File: src/logic/dcb_pkg.sv
/*
  Shared constants for the block-transfer DMA channel: register byte addresses,
  field positions, field encodings, reset values, buffer sizes and the
  sequencer states.
  Assumes nothing; included by name only, never imported.
*/
package dcb_pkg;

  // register byte addresses on the 24-bit register bus
  localparam int          REG_ADDR_W        = 24;
  localparam logic [23:0] SRC_ADDR_OFS      = 24'hfffc00;
  localparam logic [23:0] DST_ADDR_OFS      = 24'hfffc04;
  localparam logic [23:0] COUNT_OFS         = 24'hfffc0c;
  localparam logic [23:0] MODE_CTRL_OFS     = 24'hfffc14;
  localparam logic [23:0] ADDR_CTRL_OFS     = 24'hfffc18;
  localparam logic [23:0] STOP_CTRL_OFS     = 24'hfffc1c;
  localparam logic [23:0] STATUS_OFS        = 24'hfffc20;

  // mode control fields
  localparam int          ENABLE_BIT        = 31;
  localparam int          SIZE_HI           = 15;
  localparam int          SIZE_LO           = 14;
  localparam int          XMODE_HI          = 13;
  localparam int          XMODE_LO          = 12;
  localparam int          REQ_HI            = 7;
  localparam int          REQ_LO            = 6;

  // address control fields
  localparam int          SCHEME_BIT        = 31;
  localparam int          SRC_STEP_HI       = 21;
  localparam int          SRC_STEP_LO       = 20;
  localparam int          DST_STEP_HI       = 17;
  localparam int          DST_STEP_LO       = 16;

  // field encodings
  localparam logic [1:0]  SIZE_BYTE         = 2'h0;
  localparam logic [1:0]  SIZE_WORD         = 2'h1;
  localparam logic [1:0]  SIZE_LONG         = 2'h2;
  localparam logic [1:0]  XMODE_NORMAL      = 2'h0;
  localparam logic [1:0]  REQ_AUTO          = 2'h0;
  localparam logic [1:0]  STEP_INC          = 2'h2;
  localparam logic [1:0]  STEP_DEC          = 2'h3;

  // values after reset
  localparam logic [31:0] REG_RESET         = 32'h0000_0000;
  localparam logic        STOP_RESET        = 1'b1;

  // data buffer
  localparam int          FIFO_WIDTH        = 32;
  localparam int          FIFO_DEPTH        = 32;

  typedef enum logic [1:0] {ST_IDLE, ST_READ, ST_WRITE} dcb_state_t;

endpackage : dcb_pkg

File: src/logic/dcb_channel.sv
/*
  One DMA channel moving a block from a source area to a destination area.
  Registers sit on a classic Wishbone slave; data moves over a classic
  Wishbone master through a 32-word buffer.
  Assumes one system clock, synchronous reset, and a memory bus that always
  acknowledges eventually.
*/
// The Wishbone slave port is this design's own decision.
// Overview of operation
// - source address register, read side
// - destination address register, write side
// - transfer count register loaded by software
// - enable bit 31 gates all transfers
// - size field 00 means byte accesses
// - mode field 00 means normal transfer
// - request field 00 means auto request
// - scheme bit: 0 dual, 1 single address
// - source step 10 increments per unit
// - destination step 10 increments per unit
// - module stop holds the channel stopped
// - channel runs on the system clock
`timescale 1ns/1ps
module dcb_channel #(
  parameter int FIFO_W = dcb_pkg::FIFO_WIDTH,
  parameter int FIFO_D = dcb_pkg::FIFO_DEPTH
) (
  input  wire logic        clk_i,
  input  wire logic        rst_i,
  input  wire logic        wb_cyc_i,
  input  wire logic        wb_stb_i,
  input  wire logic        wb_we_i,
  input  wire logic [23:0] wb_adr_i,
  input  wire logic [3:0]  wb_sel_i,
  input  wire logic [31:0] wb_dat_i,
  output logic      [31:0] wb_dat_o,
  output logic             wb_ack_o,
  output logic             mem_cyc_o,
  output logic             mem_stb_o,
  output logic             mem_we_o,
  output logic      [31:0] mem_adr_o,
  output logic      [3:0]  mem_sel_o,
  output logic      [31:0] mem_dat_o,
  input  wire logic [31:0] mem_dat_i,
  input  wire logic        mem_ack_i
);

  localparam int AW = $clog2(FIFO_D);
  localparam int LW = $clog2(FIFO_D + 1);

  // byte lanes of one unit, by size and low address bits
  function automatic logic [3:0] lane_sel(input logic [1:0] size, input logic [1:0] a);
    logic [3:0] s;
    s = 4'h0;
    unique case (size)
      dcb_pkg::SIZE_BYTE: s = 4'h1 << a;
      dcb_pkg::SIZE_WORD: s = a[1] ? 4'hc : 4'h3;
      default:            s = 4'hf;
    endcase
    return s;
  endfunction : lane_sel

  // next address after one unit; unknown step codes keep the address fixed
  function automatic logic [31:0] step_addr(input logic [31:0] a, input logic [1:0] step,
                                            input logic [1:0] size);
    logic [31:0] inc;
    inc = (size == dcb_pkg::SIZE_BYTE) ? 32'h1 : (size == dcb_pkg::SIZE_WORD) ? 32'h2 : 32'h4;
    if (step == dcb_pkg::STEP_INC) begin
      return a + inc;
    end else if (step == dcb_pkg::STEP_DEC) begin
      return a - inc;
    end
    return a;
  endfunction : step_addr

  // byte-enable merge of a bus write into a register
  function automatic logic [31:0] merge(input logic [31:0] old, input logic [31:0] d,
                                        input logic [3:0] sel);
    logic [31:0] r;
    r = old;
    for (int i = 0; i < 4; i++) begin
      if (sel[i]) r[8*i +: 8] = d[8*i +: 8];
    end
    return r;
  endfunction : merge

  logic [31:0]         src_reg;
  logic [31:0]         dst_reg;
  logic [31:0]         count_reg;
  logic [31:0]         mode_reg;
  logic [31:0]         actl_reg;
  logic                stop_reg;
  logic                wb_ack_reg;
  logic [31:0]         wb_dat_reg;
  dcb_pkg::dcb_state_t state_reg;
  logic                mem_cyc_reg;
  logic                mem_we_reg;
  logic [31:0]         mem_adr_reg;
  logic [3:0]          mem_sel_reg;
  logic [31:0]         mem_dat_reg;

  logic                fifo_in_ready;
  logic                fifo_out_valid;
  logic [FIFO_W-1:0]   fifo_out_data;
  logic [LW-1:0]       fifo_level;
  logic                ram_we;
  logic [AW-1:0]       ram_waddr;
  logic [FIFO_W-1:0]   ram_wdata;
  logic                ram_re;
  logic [AW-1:0]       ram_raddr;
  logic [FIFO_W-1:0]   ram_rdata;

  // register bus decode; writes land on the edge that sees ack high
  wire        wb_req      = wb_cyc_i && wb_stb_i;
  wire        wb_wr       = wb_req && wb_we_i && wb_ack_reg;
  wire        hit_src     = wb_adr_i == dcb_pkg::SRC_ADDR_OFS;
  wire        hit_dst     = wb_adr_i == dcb_pkg::DST_ADDR_OFS;
  wire        hit_count   = wb_adr_i == dcb_pkg::COUNT_OFS;
  wire        hit_mode    = wb_adr_i == dcb_pkg::MODE_CTRL_OFS;
  wire        hit_actl    = wb_adr_i == dcb_pkg::ADDR_CTRL_OFS;
  wire        hit_stop    = wb_adr_i == dcb_pkg::STOP_CTRL_OFS;
  wire        hit_status  = wb_adr_i == dcb_pkg::STATUS_OFS;
  wire [31:0] status_word = {24'h00_0000, (state_reg != dcb_pkg::ST_IDLE),
                             (7 - LW)'(0), fifo_level};
  wire [31:0] rd_mux      = hit_src    ? src_reg   :
                            hit_dst    ? dst_reg   :
                            hit_count  ? count_reg :
                            hit_mode   ? mode_reg  :
                            hit_actl   ? actl_reg  :
                            hit_stop   ? {31'h0000_0000, stop_reg} :
                            hit_status ? status_word : 32'h0000_0000;

  // decoded fields
  wire [1:0]  size      = mode_reg[dcb_pkg::SIZE_HI:dcb_pkg::SIZE_LO];
  wire [1:0]  xmode     = mode_reg[dcb_pkg::XMODE_HI:dcb_pkg::XMODE_LO];
  wire [1:0]  req_src   = mode_reg[dcb_pkg::REQ_HI:dcb_pkg::REQ_LO];
  wire        enable    = mode_reg[dcb_pkg::ENABLE_BIT];
  wire        single    = actl_reg[dcb_pkg::SCHEME_BIT];
  wire [1:0]  src_step  = actl_reg[dcb_pkg::SRC_STEP_HI:dcb_pkg::SRC_STEP_LO];
  wire [1:0]  dst_step  = actl_reg[dcb_pkg::DST_STEP_HI:dcb_pkg::DST_STEP_LO];

  // only normal mode with auto request is built; other codes leave it parked
  wire        run_ok    = enable && !stop_reg
                          && xmode == dcb_pkg::XMODE_NORMAL
                          && req_src == dcb_pkg::REQ_AUTO;
  wire        idle      = state_reg == dcb_pkg::ST_IDLE;
  wire        reads_due = count_reg > 32'(fifo_level);
  wire        start_rd  = idle && run_ok && reads_due && fifo_in_ready;
  wire        start_wr  = idle && run_ok && !start_rd && fifo_out_valid && !single;
  wire        rd_ack    = state_reg == dcb_pkg::ST_READ && mem_ack_i;
  wire        wr_ack    = state_reg == dcb_pkg::ST_WRITE && mem_ack_i;
  wire        unit_done = single ? rd_ack : wr_ack;
  wire        last_unit = unit_done && count_reg == 32'h0000_0001;
  wire        zero_end  = idle && enable && count_reg == 32'h0000_0000;
  wire [31:0] rd_shift  = mem_dat_i >> {mem_adr_reg[1:0], 3'b000};
  wire [31:0] rd_unit   = (size == dcb_pkg::SIZE_BYTE) ? {24'h00_0000, rd_shift[7:0]} :
                          (size == dcb_pkg::SIZE_WORD) ? {16'h0000, rd_shift[15:0]} : rd_shift;
  wire [31:0] wr_lanes  = (size == dcb_pkg::SIZE_BYTE) ? {4{fifo_out_data[7:0]}} :
                          (size == dcb_pkg::SIZE_WORD) ? {2{fifo_out_data[15:0]}} :
                          fifo_out_data;

  assign wb_ack_o  = wb_ack_reg;
  assign wb_dat_o  = wb_dat_reg;
  assign mem_cyc_o = mem_cyc_reg;
  assign mem_stb_o = mem_cyc_reg;
  assign mem_we_o  = mem_we_reg;
  assign mem_adr_o = mem_adr_reg;
  assign mem_sel_o = mem_sel_reg;
  assign mem_dat_o = mem_dat_reg;

  // slave answers one cycle after the request and drops ack the cycle after
  always_ff @(posedge clk_i) begin
    if (rst_i) begin
      wb_ack_reg <= 1'b0;
      wb_dat_reg <= 32'h0000_0000;
    end else begin
      wb_ack_reg <= wb_req && !wb_ack_reg;
      wb_dat_reg <= (wb_req && !wb_ack_reg && !wb_we_i) ? rd_mux : 32'h0000_0000;
    end
  end

  // address registers: software write wins over the hardware step
  always_ff @(posedge clk_i) begin
    if (rst_i) begin
      src_reg <= dcb_pkg::REG_RESET;
      dst_reg <= dcb_pkg::REG_RESET;
    end else begin
      if (wb_wr && hit_src) begin
        src_reg <= merge(src_reg, wb_dat_i, wb_sel_i);
      end else if (rd_ack) begin
        src_reg <= step_addr(src_reg, src_step, size);
      end
      if (wb_wr && hit_dst) begin
        dst_reg <= merge(dst_reg, wb_dat_i, wb_sel_i);
      end else if (wr_ack) begin
        dst_reg <= step_addr(dst_reg, dst_step, size);
      end
    end
  end

  // count and control; a software write to enable in the end cycle survives
  always_ff @(posedge clk_i) begin
    if (rst_i) begin
      count_reg <= dcb_pkg::REG_RESET;
      mode_reg  <= dcb_pkg::REG_RESET;
      actl_reg  <= dcb_pkg::REG_RESET;
      stop_reg  <= dcb_pkg::STOP_RESET;
    end else begin
      if (wb_wr && hit_count) begin
        count_reg <= merge(count_reg, wb_dat_i, wb_sel_i);
      end else if (unit_done) begin
        count_reg <= count_reg - 32'h0000_0001;
      end
      if (wb_wr && hit_mode) begin
        mode_reg <= merge(mode_reg, wb_dat_i, wb_sel_i);
      end else if (last_unit || zero_end) begin
        mode_reg[dcb_pkg::ENABLE_BIT] <= 1'b0;
      end
      if (wb_wr && hit_actl) begin
        actl_reg <= merge(actl_reg, wb_dat_i, wb_sel_i);
      end
      if (wb_wr && hit_stop && wb_sel_i[0]) begin
        stop_reg <= wb_dat_i[0];
      end
    end
  end

  // sequencer: an access always completes, so a stop only acts between units
  always_ff @(posedge clk_i) begin
    if (rst_i) begin
      state_reg <= dcb_pkg::ST_IDLE;
    end else begin
      unique case (state_reg)
        dcb_pkg::ST_IDLE: begin
          if (start_rd) begin
            state_reg <= dcb_pkg::ST_READ;
          end else if (start_wr) begin
            state_reg <= dcb_pkg::ST_WRITE;
          end
        end
        dcb_pkg::ST_READ: begin
          if (mem_ack_i) state_reg <= dcb_pkg::ST_IDLE;
        end
        dcb_pkg::ST_WRITE: begin
          if (mem_ack_i) state_reg <= dcb_pkg::ST_IDLE;
        end
      endcase
    end
  end

  // master request: reads fill the buffer first, writes drain it
  always_ff @(posedge clk_i) begin
    if (rst_i) begin
      mem_cyc_reg <= 1'b0;
      mem_we_reg  <= 1'b0;
      mem_adr_reg <= 32'h0000_0000;
      mem_sel_reg <= 4'h0;
      mem_dat_reg <= 32'h0000_0000;
    end else if (start_rd) begin
      mem_cyc_reg <= 1'b1;
      mem_we_reg  <= 1'b0;
      mem_adr_reg <= src_reg;
      mem_sel_reg <= lane_sel(size, src_reg[1:0]);
    end else if (start_wr) begin
      mem_cyc_reg <= 1'b1;
      mem_we_reg  <= 1'b1;
      mem_adr_reg <= dst_reg;
      mem_sel_reg <= lane_sel(size, dst_reg[1:0]);
      mem_dat_reg <= wr_lanes << {dst_reg[1:0], 3'b000};
    end else if (mem_ack_i && mem_cyc_reg) begin
      mem_cyc_reg <= 1'b0;
      mem_we_reg  <= 1'b0;
    end
  end

  // the write start pops the word it carries, so data order is kept
  dcb_fifo #(.WIDTH(FIFO_W), .DEPTH(FIFO_D)) u_fifo (
    .clk_i       (clk_i),
    .rst_i       (rst_i),
    .in_valid_i  (rd_ack && !single),
    .in_ready_o  (fifo_in_ready),
    .in_data_i   (rd_unit[FIFO_W-1:0]),
    .out_valid_o (fifo_out_valid),
    .out_ready_i (start_wr),
    .out_data_o  (fifo_out_data),
    .level_o     (fifo_level),
    .ram_we_o    (ram_we),
    .ram_waddr_o (ram_waddr),
    .ram_wdata_o (ram_wdata),
    .ram_re_o    (ram_re),
    .ram_raddr_o (ram_raddr),
    .ram_rdata_i (ram_rdata)
  );

  dcb_ram #(.WIDTH(FIFO_W), .DEPTH(FIFO_D)) u_ram (
    .clk_i   (clk_i),
    .we_i    (ram_we),
    .waddr_i (ram_waddr),
    .wdata_i (ram_wdata),
    .re_i    (ram_re),
    .raddr_i (ram_raddr),
    .rdata_o (ram_rdata)
  );
endmodule : dcb_channel

File: src/logic/dcb_ram.sv
/*
  Simple dual-port storage for the channel's data buffer; read data comes out
  of a register one cycle after the read enable.
  Assumes one clock and a single writer and reader.
*/
`timescale 1ns/1ps
module dcb_ram #(
  parameter int WIDTH = 32,
  parameter int DEPTH = 32,
  parameter int AW    = $clog2(DEPTH)
) (
  input  wire logic             clk_i,
  input  wire logic             we_i,
  input  wire logic [AW-1:0]    waddr_i,
  input  wire logic [WIDTH-1:0] wdata_i,
  input  wire logic             re_i,
  input  wire logic [AW-1:0]    raddr_i,
  output logic      [WIDTH-1:0] rdata_o
);

  logic [WIDTH-1:0] mem [DEPTH];

  // storage has no reset; contents are only read after being written
  always_ff @(posedge clk_i) begin
    if (we_i) begin
      mem[waddr_i] <= wdata_i;
    end
    if (re_i) begin
      rdata_o <= mem[raddr_i];
    end
  end

endmodule : dcb_ram

File: src/logic/dcb_fifo.sv
/*
  Pointer and flow control for the channel's data buffer, with a registered
  output stage fed from an external storage module.
  Assumes DEPTH is a power of two and the storage answers one cycle late.
*/
`timescale 1ns/1ps
module dcb_fifo #(
  parameter int WIDTH = 32,
  parameter int DEPTH = 32,
  parameter int AW    = $clog2(DEPTH),
  parameter int LW    = $clog2(DEPTH + 1)
) (
  input  wire logic             clk_i,
  input  wire logic             rst_i,
  input  wire logic             in_valid_i,
  output logic                  in_ready_o,
  input  wire logic [WIDTH-1:0] in_data_i,
  output logic                  out_valid_o,
  input  wire logic             out_ready_i,
  output logic      [WIDTH-1:0] out_data_o,
  output logic      [LW-1:0]    level_o,
  output logic                  ram_we_o,
  output logic      [AW-1:0]    ram_waddr_o,
  output logic      [WIDTH-1:0] ram_wdata_o,
  output logic                  ram_re_o,
  output logic      [AW-1:0]    ram_raddr_o,
  input  wire logic [WIDTH-1:0] ram_rdata_i
);

  logic [LW-1:0] cnt_reg;
  logic [AW-1:0] wp_reg;
  logic [AW-1:0] rp_reg;
  logic          oval_reg;
  wire           push  = in_valid_i && in_ready_o;
  wire           fetch = (cnt_reg != '0) && (!oval_reg || out_ready_i);

  // total occupancy counts the output stage, so full means DEPTH words held
  assign level_o     = cnt_reg + LW'(oval_reg);
  assign in_ready_o  = level_o < LW'(DEPTH);
  assign out_valid_o = oval_reg;
  assign out_data_o  = ram_rdata_i;
  assign ram_we_o    = push;
  assign ram_waddr_o = wp_reg;
  assign ram_wdata_o = in_data_i;
  assign ram_re_o    = fetch;
  assign ram_raddr_o = rp_reg;

  // pointers advance on push and fetch; output stage reloads when drained
  always_ff @(posedge clk_i) begin
    if (rst_i) begin
      cnt_reg  <= '0;
      wp_reg   <= '0;
      rp_reg   <= '0;
      oval_reg <= 1'b0;
    end else begin
      cnt_reg  <= cnt_reg + LW'(push) - LW'(fetch);
      wp_reg   <= wp_reg + AW'(push);
      rp_reg   <= rp_reg + AW'(fetch);
      oval_reg <= fetch || (oval_reg && !out_ready_i);
    end
  end

endmodule : dcb_fifo

File: config.mk
export PLATFORM = sky130hd
export DESIGN_NAME = dcb_channel
export DESIGN_NICKNAME = d
export VERILOG_FILES = /design/src/logic/dcb_pkg.sv /design/src/logic/dcb_channel.sv /design/src/logic/dcb_ram.sv /design/src/logic/dcb_fifo.sv
export SDC_FILE = /design/constraint.sdc
export NUM_CORES = 2
export LEC_CHECK = 0
export ABC_CLOCK_PERIOD_IN_PS = 7000
export BUFFER_PORTS_ARGS = -buffer_cell sky130_fd_sc_hd__buf_2
export CAP_MARGIN = 20
export CORE_ASPECT_RATIO = 0.5
export CORE_MARGIN = 2
export CORE_UTILIZATION = 50
export DETAILED_ROUTE_END_ITERATION = 16
export GPL_ROUTABILITY_DRIVEN = 0
export GPL_TIMING_DRIVEN = 0
export PLACE_DENSITY = 0.67
export SETUP_SLACK_MARGIN = 0.05
export SLEW_MARGIN = 20
export SYNTH_ARGS = -nofsm -noshare
export SYNTH_HDL_FRONTEND = slang
export SYNTH_SLANG_ARGS = --single-unit
File: constraint.sdc
create_clock -name clk_i -period 7 [get_ports clk_i]
set_input_delay 0.7 -clock clk_i [delete_from_list [all_inputs] [get_ports clk_i]]
set_output_delay 0.7 -clock clk_i [all_outputs]
set_load 0.02 [all_outputs]
After elaboration in Yosys (flattened, before gate mapping)
Memory sizes are Yosys's and may differ from the RTL's. A register that Yosys moved wholly into a read port is not among the register bits.
Cells that the tools add are included.
{"block": "totals", "mem_count": 1, "ram_bits": 1024, "in_bits": 98, "out_inout_bits": 104, "ff_bits": 283, "word_cells": 226}
{"memory": "u_ram.mem", "words": 32, "width": 32, "read_ports": 1, "rd_clocked_by_memory_dff": 1, "write_ports": 1, "line": "dcb_ram.sv:21", "source": "logic [WIDTH-1:0] mem [DEPTH];"}
{"block": "op_classes", "n_reduce_logical": 83, "eq_ne": 30, "mux": 60, "add_sub_neg": 10, "n_bitwise": 2, "order_cmp": 2, "shifts": 4}
{"operator": "two-way mux 32 bit", "count": 23}
{"operator": "== test 24 bit (second input constant)", "count": 7}
{"operator": "two-way mux 8 bit", "count": 7}
{"operator": "adder 32 x 3 -> 32 bit", "count": 1}
{"operator": "adder 32 bit", "count": 1}
{"operator": "== test 32 x 1 -> 1 bit (second input constant)", "count": 1}
{"operator": "greater-than comparator 32 x 6 -> 1 bit", "count": 1}
{"operator": "zero test 32 bit", "count": 1}
{"operator": "left shift 32 x 5 -> 32 bit", "count": 1}
{"operator": ">> shifter 32 x 5 -> 32 bit", "count": 1}
{"operator": "subtractor 32 x 1 -> 32 bit (second input constant)", "count": 1}
{"operator": "subtractor 32 x 3 -> 32 bit", "count": 1}
{"operator": "subtractor 32 bit", "count": 1}
{"operator": "logical AND 1 bit", "count": 31}
{"operator": "AND reduction 2 bit", "count": 15}
{"operator": "!= test 2 bit (second input constant)", "count": 13}
{"operator": "AND reduction 3 bit", "count": 8}
{"operator": "two-way mux 1 bit", "count": 18}
{"operator": "nonzero test 2 bit", "count": 9}
{"operator": "two-way mux 4 bit", "count": 4}
{"operator": "case mux 4 bit (2 select lines)", "count": 2}
{"operator": "adder 6 x 1 -> 6 bit", "count": 2}
{"operator": "adder 5 x 1 -> 5 bit", "count": 2}
{"operator": "== test 2 bit (second input constant)", "count": 5}
{"operator": "16 further kinds", "count": 35}

Logic depth before layout (Yosys ltp)
{"block": "depth", "word_depth": 14, "depth_mapped": 23}

Hierarchy
Synthesis repeated with hierarchy kept, for this count alone.
{"block": "unflattened", "cells_unflattened": 4505, "area_unflattened_um2": 58433.5}
{"mod": "dcb_ram", "n_inst": 1, "cells_per_inst": 2260, "area_each_um2": 40812.9, "seq_area_each_um2": 31710.4}
{"mod": "dcb_channel", "n_inst": 1, "cells_per_inst": 2078, "area_each_um2": 16148.0, "seq_area_each_um2": 5325.1}
{"mod": "dcb_fifo", "n_inst": 1, "cells_per_inst": 167, "area_each_um2": 1472.7, "seq_area_each_um2": 340.3}

Worst setup path before layout
No wires, ideal clock.
{"block": "synth_path", "path_kind": "register to register", "from": "register u_fifo.oval_reg, in the netlist u_fifo.out_valid_o", "to": "register u_fifo.cnt_reg[4]", "stages_incl_launch_ff": 24, "arrival_time_ns": 5.351, "path_buffers": 1, "period_less_slack_ns": 5.479, "setup_ns": 0.128, "required_time_ns": 6.872, "setup_slack_ns": 1.521, "cell_sequence": "dfxtp_1 > ha_1 > ha_1 > inv_1 > ha_1 > nor2b_1 > o21a_1 > o21ai_0 > a211oi_1 > nor2_4 > nand2_2 > clkbuf_1 > a21oi_1 > ha_1 > inv_1 > ha_1 > inv_1 > fa_1 > inv_1 > a21oi_1 > nor2_1 > nor2_1 > xor2_1 > nor2_1"}
{"block": "synth_via", "elab_chain_cells": 11}
{"element": "start: declaration", "line": "dcb_fifo.sv:33", "source": "logic oval_reg;"}
{"element": "start signal: assignment", "line": "dcb_fifo.sv:59", "source": "oval_reg <= fetch || (oval_reg && !out_ready_i);"}
{"element": "adder 6 x 1 -> 6 bit", "line": "dcb_fifo.sv:38", "source": "assign level_o = cnt_reg + LW'(oval_reg);"}
{"element": "greater-than comparator 32 x 6 -> 1 bit", "line": "dcb_channel.sv:146", "source": "wire reads_due = count_reg > 32'(fifo_level);"}
{"element": "logical AND 1 bit (2 in a row)", "line": "dcb_channel.sv:147", "source": "wire start_rd = idle && run_ok && reads_due && fifo_in_ready;"}
{"element": "zero test 1 bit", "line": "dcb_channel.sv:148", "source": "wire start_wr = idle && run_ok && !start_rd && fifo_out_valid && !single;"}
{"element": "logical AND 1 bit (3 in a row)", "line": "dcb_channel.sv:148"}
{"element": "logical OR 1 bit (*)", "line": "dcb_fifo.sv:35", "source": "wire fetch = (cnt_reg != '0) && (!oval_reg || out_ready_i);"}
{"element": "logical AND 1 bit (*)", "line": "dcb_fifo.sv:35"}
{"element": "via ram_re", "line": "dcb_channel.sv:108", "source": "logic ram_re;"}
{"element": "subtractor 6 x 1 -> 6 bit (*)", "line": "dcb_fifo.sv:56", "source": "cnt_reg <= cnt_reg + LW'(push) - LW'(fetch);"}
{"element": "end signal: assignment", "line": "dcb_fifo.sv:56"}
{"element": "end: declaration", "line": "dcb_fifo.sv:30", "source": "logic [LW-1:0] cnt_reg;"}
The timed path passes the listed nets; every way through them passes the cells marked *.
A chain may end at the register's enable or synchronous reset.

Final worst setup path
{"block": "layout_path", "from": "register u_fifo.cnt_reg[1]", "to": "register u_fifo.cnt_reg[4]"}
{"block": "layout_via", "elab_chain_cells": 11}
{"element": "adder 6 x 1 -> 6 bit", "line": "dcb_fifo.sv:38"}
{"element": "greater-than comparator 32 x 6 -> 1 bit", "line": "dcb_channel.sv:146"}
{"element": "logical AND 1 bit (2 in a row)", "line": "dcb_channel.sv:147"}
{"element": "zero test 1 bit", "line": "dcb_channel.sv:148"}
{"element": "logical AND 1 bit (3 in a row)", "line": "dcb_channel.sv:148"}
{"element": "logical OR 1 bit", "line": "dcb_fifo.sv:35"}
{"element": "logical AND 1 bit (*)", "line": "dcb_fifo.sv:35"}
{"element": "via ram_re", "line": "dcb_channel.sv:108"}
{"element": "subtractor 6 x 1 -> 6 bit (*)", "line": "dcb_fifo.sv:56"}
Marked as above.

==> run metrics <==
post-synthesis sequential area ratio=65.5%; Peak Freq=roughly 0.19 GHz; final count of pins violating max slew=0; Min-Delay Path Class=in2reg; origin of the critical flop-to-flop path=u_fifo.cnt_reg[1]$_SDFF_PP0_; fill cell count=around 8,400; Bufs on Longest Clock Path=3; DR WL/cell=approximately 30 um; Post-synth top flop=edfxtp_1; CTS-repair resized insts=0; Detailed Route Iter0 Violations=approximately 5,300; actual slew at the worst max-slew pin=between 1 and 1.5 ns; first-pass GRT wire length=248,000 um; Area Growth Syn to Fin=15.3%; leakage=21.8 nW; most common cell in the netlist=edfxtp_1; CTS tree=yes; DR DRC count=0; PortBufs=198; root buf cell=clkbuf_16; Via-to-Cell Ratio=about 6.5; final setup fails=0; CP cell instances=ha_1, nand3_1, xnor2_1, inv_1, ha_1, o21a_1, nor2_1, a211oi_1, nor2_4, nand2_2, clkbuf_1, a21oi_4, ha_1, inv_1, ha_1, inv_1, fa_1, inv_1, a21oi_1, nor2_1, nor2_1, xor2_1, nor2_1; Critical Path Slowest Stage Cell=a211oi_1; Cell Pwr Density=around 290 nW/um^2; CP Capture Type=flop; crit path kind=reg2reg; ys async rst share=0%; multi-input logic area=19,000 sq um; Mapped Cells=roughly 3,800; r2r worst-path depth=23; H-tree level count=3; Clk pin slew, worst setup/hold paths=0.07 ns; setup bufs post-CTS=0; final instance area=65,800 sq um; IO Pins=~200; synth warn=0; min-delay src=wb_dat_i[30]; Placement Cell Area=approximately 62,000 sq um; Cell variety after synth=80; final wirelength=approximately 170,000 um; Final min period=5.34 ns; Startpoint Class=flop; R2R Path End=u_fifo.cnt_reg[4]$_SDFF_PP0_; crit path max fanout=15; max-capacitance violation count=0; dominant cell type by area after synthesis=edfxtp_1; Commonest cells post-synth=edfxtp_1, nor2_1, mux4_2; CP Data Required Time=7.56 ns; syn_area_per_cell=15.2 sq um; Die Wd=482 um; Biggest register=u_ram.mem; largest net degree at the start of global routing=35; Final Cycle Share=approximately three quarters; Rel. slew slack=~22%; max reg flops=1,024; initial antenna violation count=10; maximum vdd drop=between 200 and 250 uV; number of global-route vias before repair=~36,000; Placeable Area=about 110,000 sq um; GRT Residual Overflow=0; Total Routing Usage GR=approximately 29%; ranking of synthesized cells by area=edfxtp_1, mux4_2, dfxtp_1; ANT nets after route=0; Vias=approximately 38,000; Yosys reg bits=1,339; setup_tns=0 ns; Critical Path AT=5.90 ns; Pre-antenna DRT Iters=11; Starting Density=about half; number of flops mapped to enable cells by yosys=roughly 1,100; Die ar.=117,000 sq um; fin nets=4,344; WP buf/inv=5; Final Hold Fails=0; CP peak stage delay=about 0.7 ns; CTS Buf Count=~120; register area=approximately 37,000 sq um; DP HPWL=between 100,000 and 150,000 um; cts hold-fix bufs=0; worst hold stages=3; Synth top area share=55.6%; R2R setup slack=1.66 ns; std cell rows=just under 90; Hold Path End=actl_reg[30]$_SDFFE_PP0P_; Post-Syn Nets=between 3,000 and 4,000; Mapped Area=approximately 57,000 sq um; share of cells above drive strength 1=22.9%; CP top delay family=adder cells; Final Skew=0.0824 ns; clock sink total=1,339; RSZ-0062 raised after global routing=false; clk_lat worst skew=a little under 0.8 ns; status=finished clean; DIE HEIGHT=~240 um
==> cells by family after synthesis <==
kind of cell	share of synthesized area, %
flip-flops	65.5
AND/OR/NAND/NOR	6.80
AO/OA/AOI/OAI	7.68
multiplexers	15.0
buffers and inverters	1.82
adder cells (fa/ha/maj)	2.08
XOR/XNOR	1.07
==> power breakdown <==
| part | switching, mW | internal (mW) |
|---|---|---|
| Clock | 3.05 | 3.62 |
| Sequential | 0.104 | 8.61 |
| Combinational | 1.89 | 1.51 |
| Total | 5.04 | 13.7 |
==> layout make-up <==
| cell class | instances | area share [%] |
|---|---|---|
| Clock buffer | 137 | 4.63 |
| Inverter | 37 | 0.211 |
| Antenna cell | 3 | 0.0114 |
| Buffer | 225 | 1.41 |
| Timing Repair Buffer | 280 | 3.83 |
| Clock inverter | 80 | 1.34 |
| Sequential cell | 1339 | 56.8 |
| Tap cell | 1513 | 2.88 |
| Multi-Input combinational cell | 2155 | 28.9 |
==> per-layer routing <==
layer	vias to the layer above	GRT usage (%)	share of wire [%]	routed length [um]
met1	19003	39.6	38	65400
li1	15627	-	-	-
met4	2	14.8	6.0	10400
met5	-	0	0.0075	13
met3	511	5.56	10	17800
met2	2475	46.1	46	80300
==> tightest hold or removal path: stages <==
cell and delay (ns):
buf_2 0.16, nand2_1 0.07, a21oi_1 0.05
==> layout by cell type (no fill, tap or decap), drive strengths merged, types with 10 or more instances in the layout <==
| cell | Yosys | routed |
|---|---|---|
| a211oi | 62 | 62 |
| a21o | 42 | 42 |
| a21oi | 241 | 241 |
| a221o | 10 | 10 |
| a221oi | 10 | 10 |
| a222oi | 27 | 27 |
| a22oi | 40 | 40 |
| a311oi | 23 | 23 |
| a31oi | 27 | 27 |
| and2 | 16 | 16 |
| and3 | 12 | 12 |
| buf | 63 | 337 |
| bufinv | 0 | 13 |
| clkbuf | 162 | 305 |
| clkinv | 0 | 49 |
| clkinvlp | 0 | 11 |
| dfxtp | 283 | 283 |
| edfxtp | 1056 | 1056 |
| ha | 90 | 90 |
| inv | 37 | 44 |
| mux2 | 41 | 41 |
| mux2i | 91 | 91 |
| mux4 | 320 | 320 |
| nand2 | 212 | 212 |
| nand2b | 12 | 12 |
| nand3 | 45 | 45 |
| nand4 | 20 | 20 |
| nor2 | 398 | 398 |
| nor2b | 19 | 19 |
| nor3 | 61 | 61 |
| nor4 | 15 | 15 |
| o21ai | 90 | 90 |
| o22ai | 47 | 47 |
| or3 | 12 | 12 |
| xnor2 | 35 | 35 |
| xor2 | 35 | 35 |
==> how the worst max path moves through the flow <==
stage                                       start                            to  depth (start not counted)
floorplan           u_fifo.out_valid_o$_SDFF_PP0_  u_fifo.cnt_reg[4]$_SDFF_PP0_                         23
global placement     u_fifo.cnt_reg[1]$_SDFF_PP0_  u_fifo.cnt_reg[4]$_SDFF_PP0_                         23
detailed placement   u_fifo.cnt_reg[1]$_SDFF_PP0_  u_fifo.cnt_reg[4]$_SDFF_PP0_                         23
CTS                  u_fifo.cnt_reg[1]$_SDFF_PP0_  u_fifo.cnt_reg[4]$_SDFF_PP0_                         23
global route         u_fifo.cnt_reg[1]$_SDFF_PP0_  u_fifo.cnt_reg[4]$_SDFF_PP0_                         23
finish               u_fifo.cnt_reg[1]$_SDFF_PP0_  u_fifo.cnt_reg[4]$_SDFF_PP0_                         23
==> metrics by stage <==
step / hold slack (ns) / worst slack (ns) / power [mW] / util [%] / instances
after floorplan: 0.431 / 1.52 / 11.1 / - / 3756
after CTS: 0.256 / 1.70 / 18.8 / 58.2 / 5761
after global routing: 0.290 / 1.24 / 19.3 / 58.3 / 5766
after global placement: 0.438 / 0.0391 / 12.2 / 53.1 / 5467
after detailed placement: 0.446 / 1.84 / 12.2 / 54.7 / 5544
final: 0.295 / 1.66 / 18.8 / 58.3 / 5769
Power figures use the tool's default switching activity.
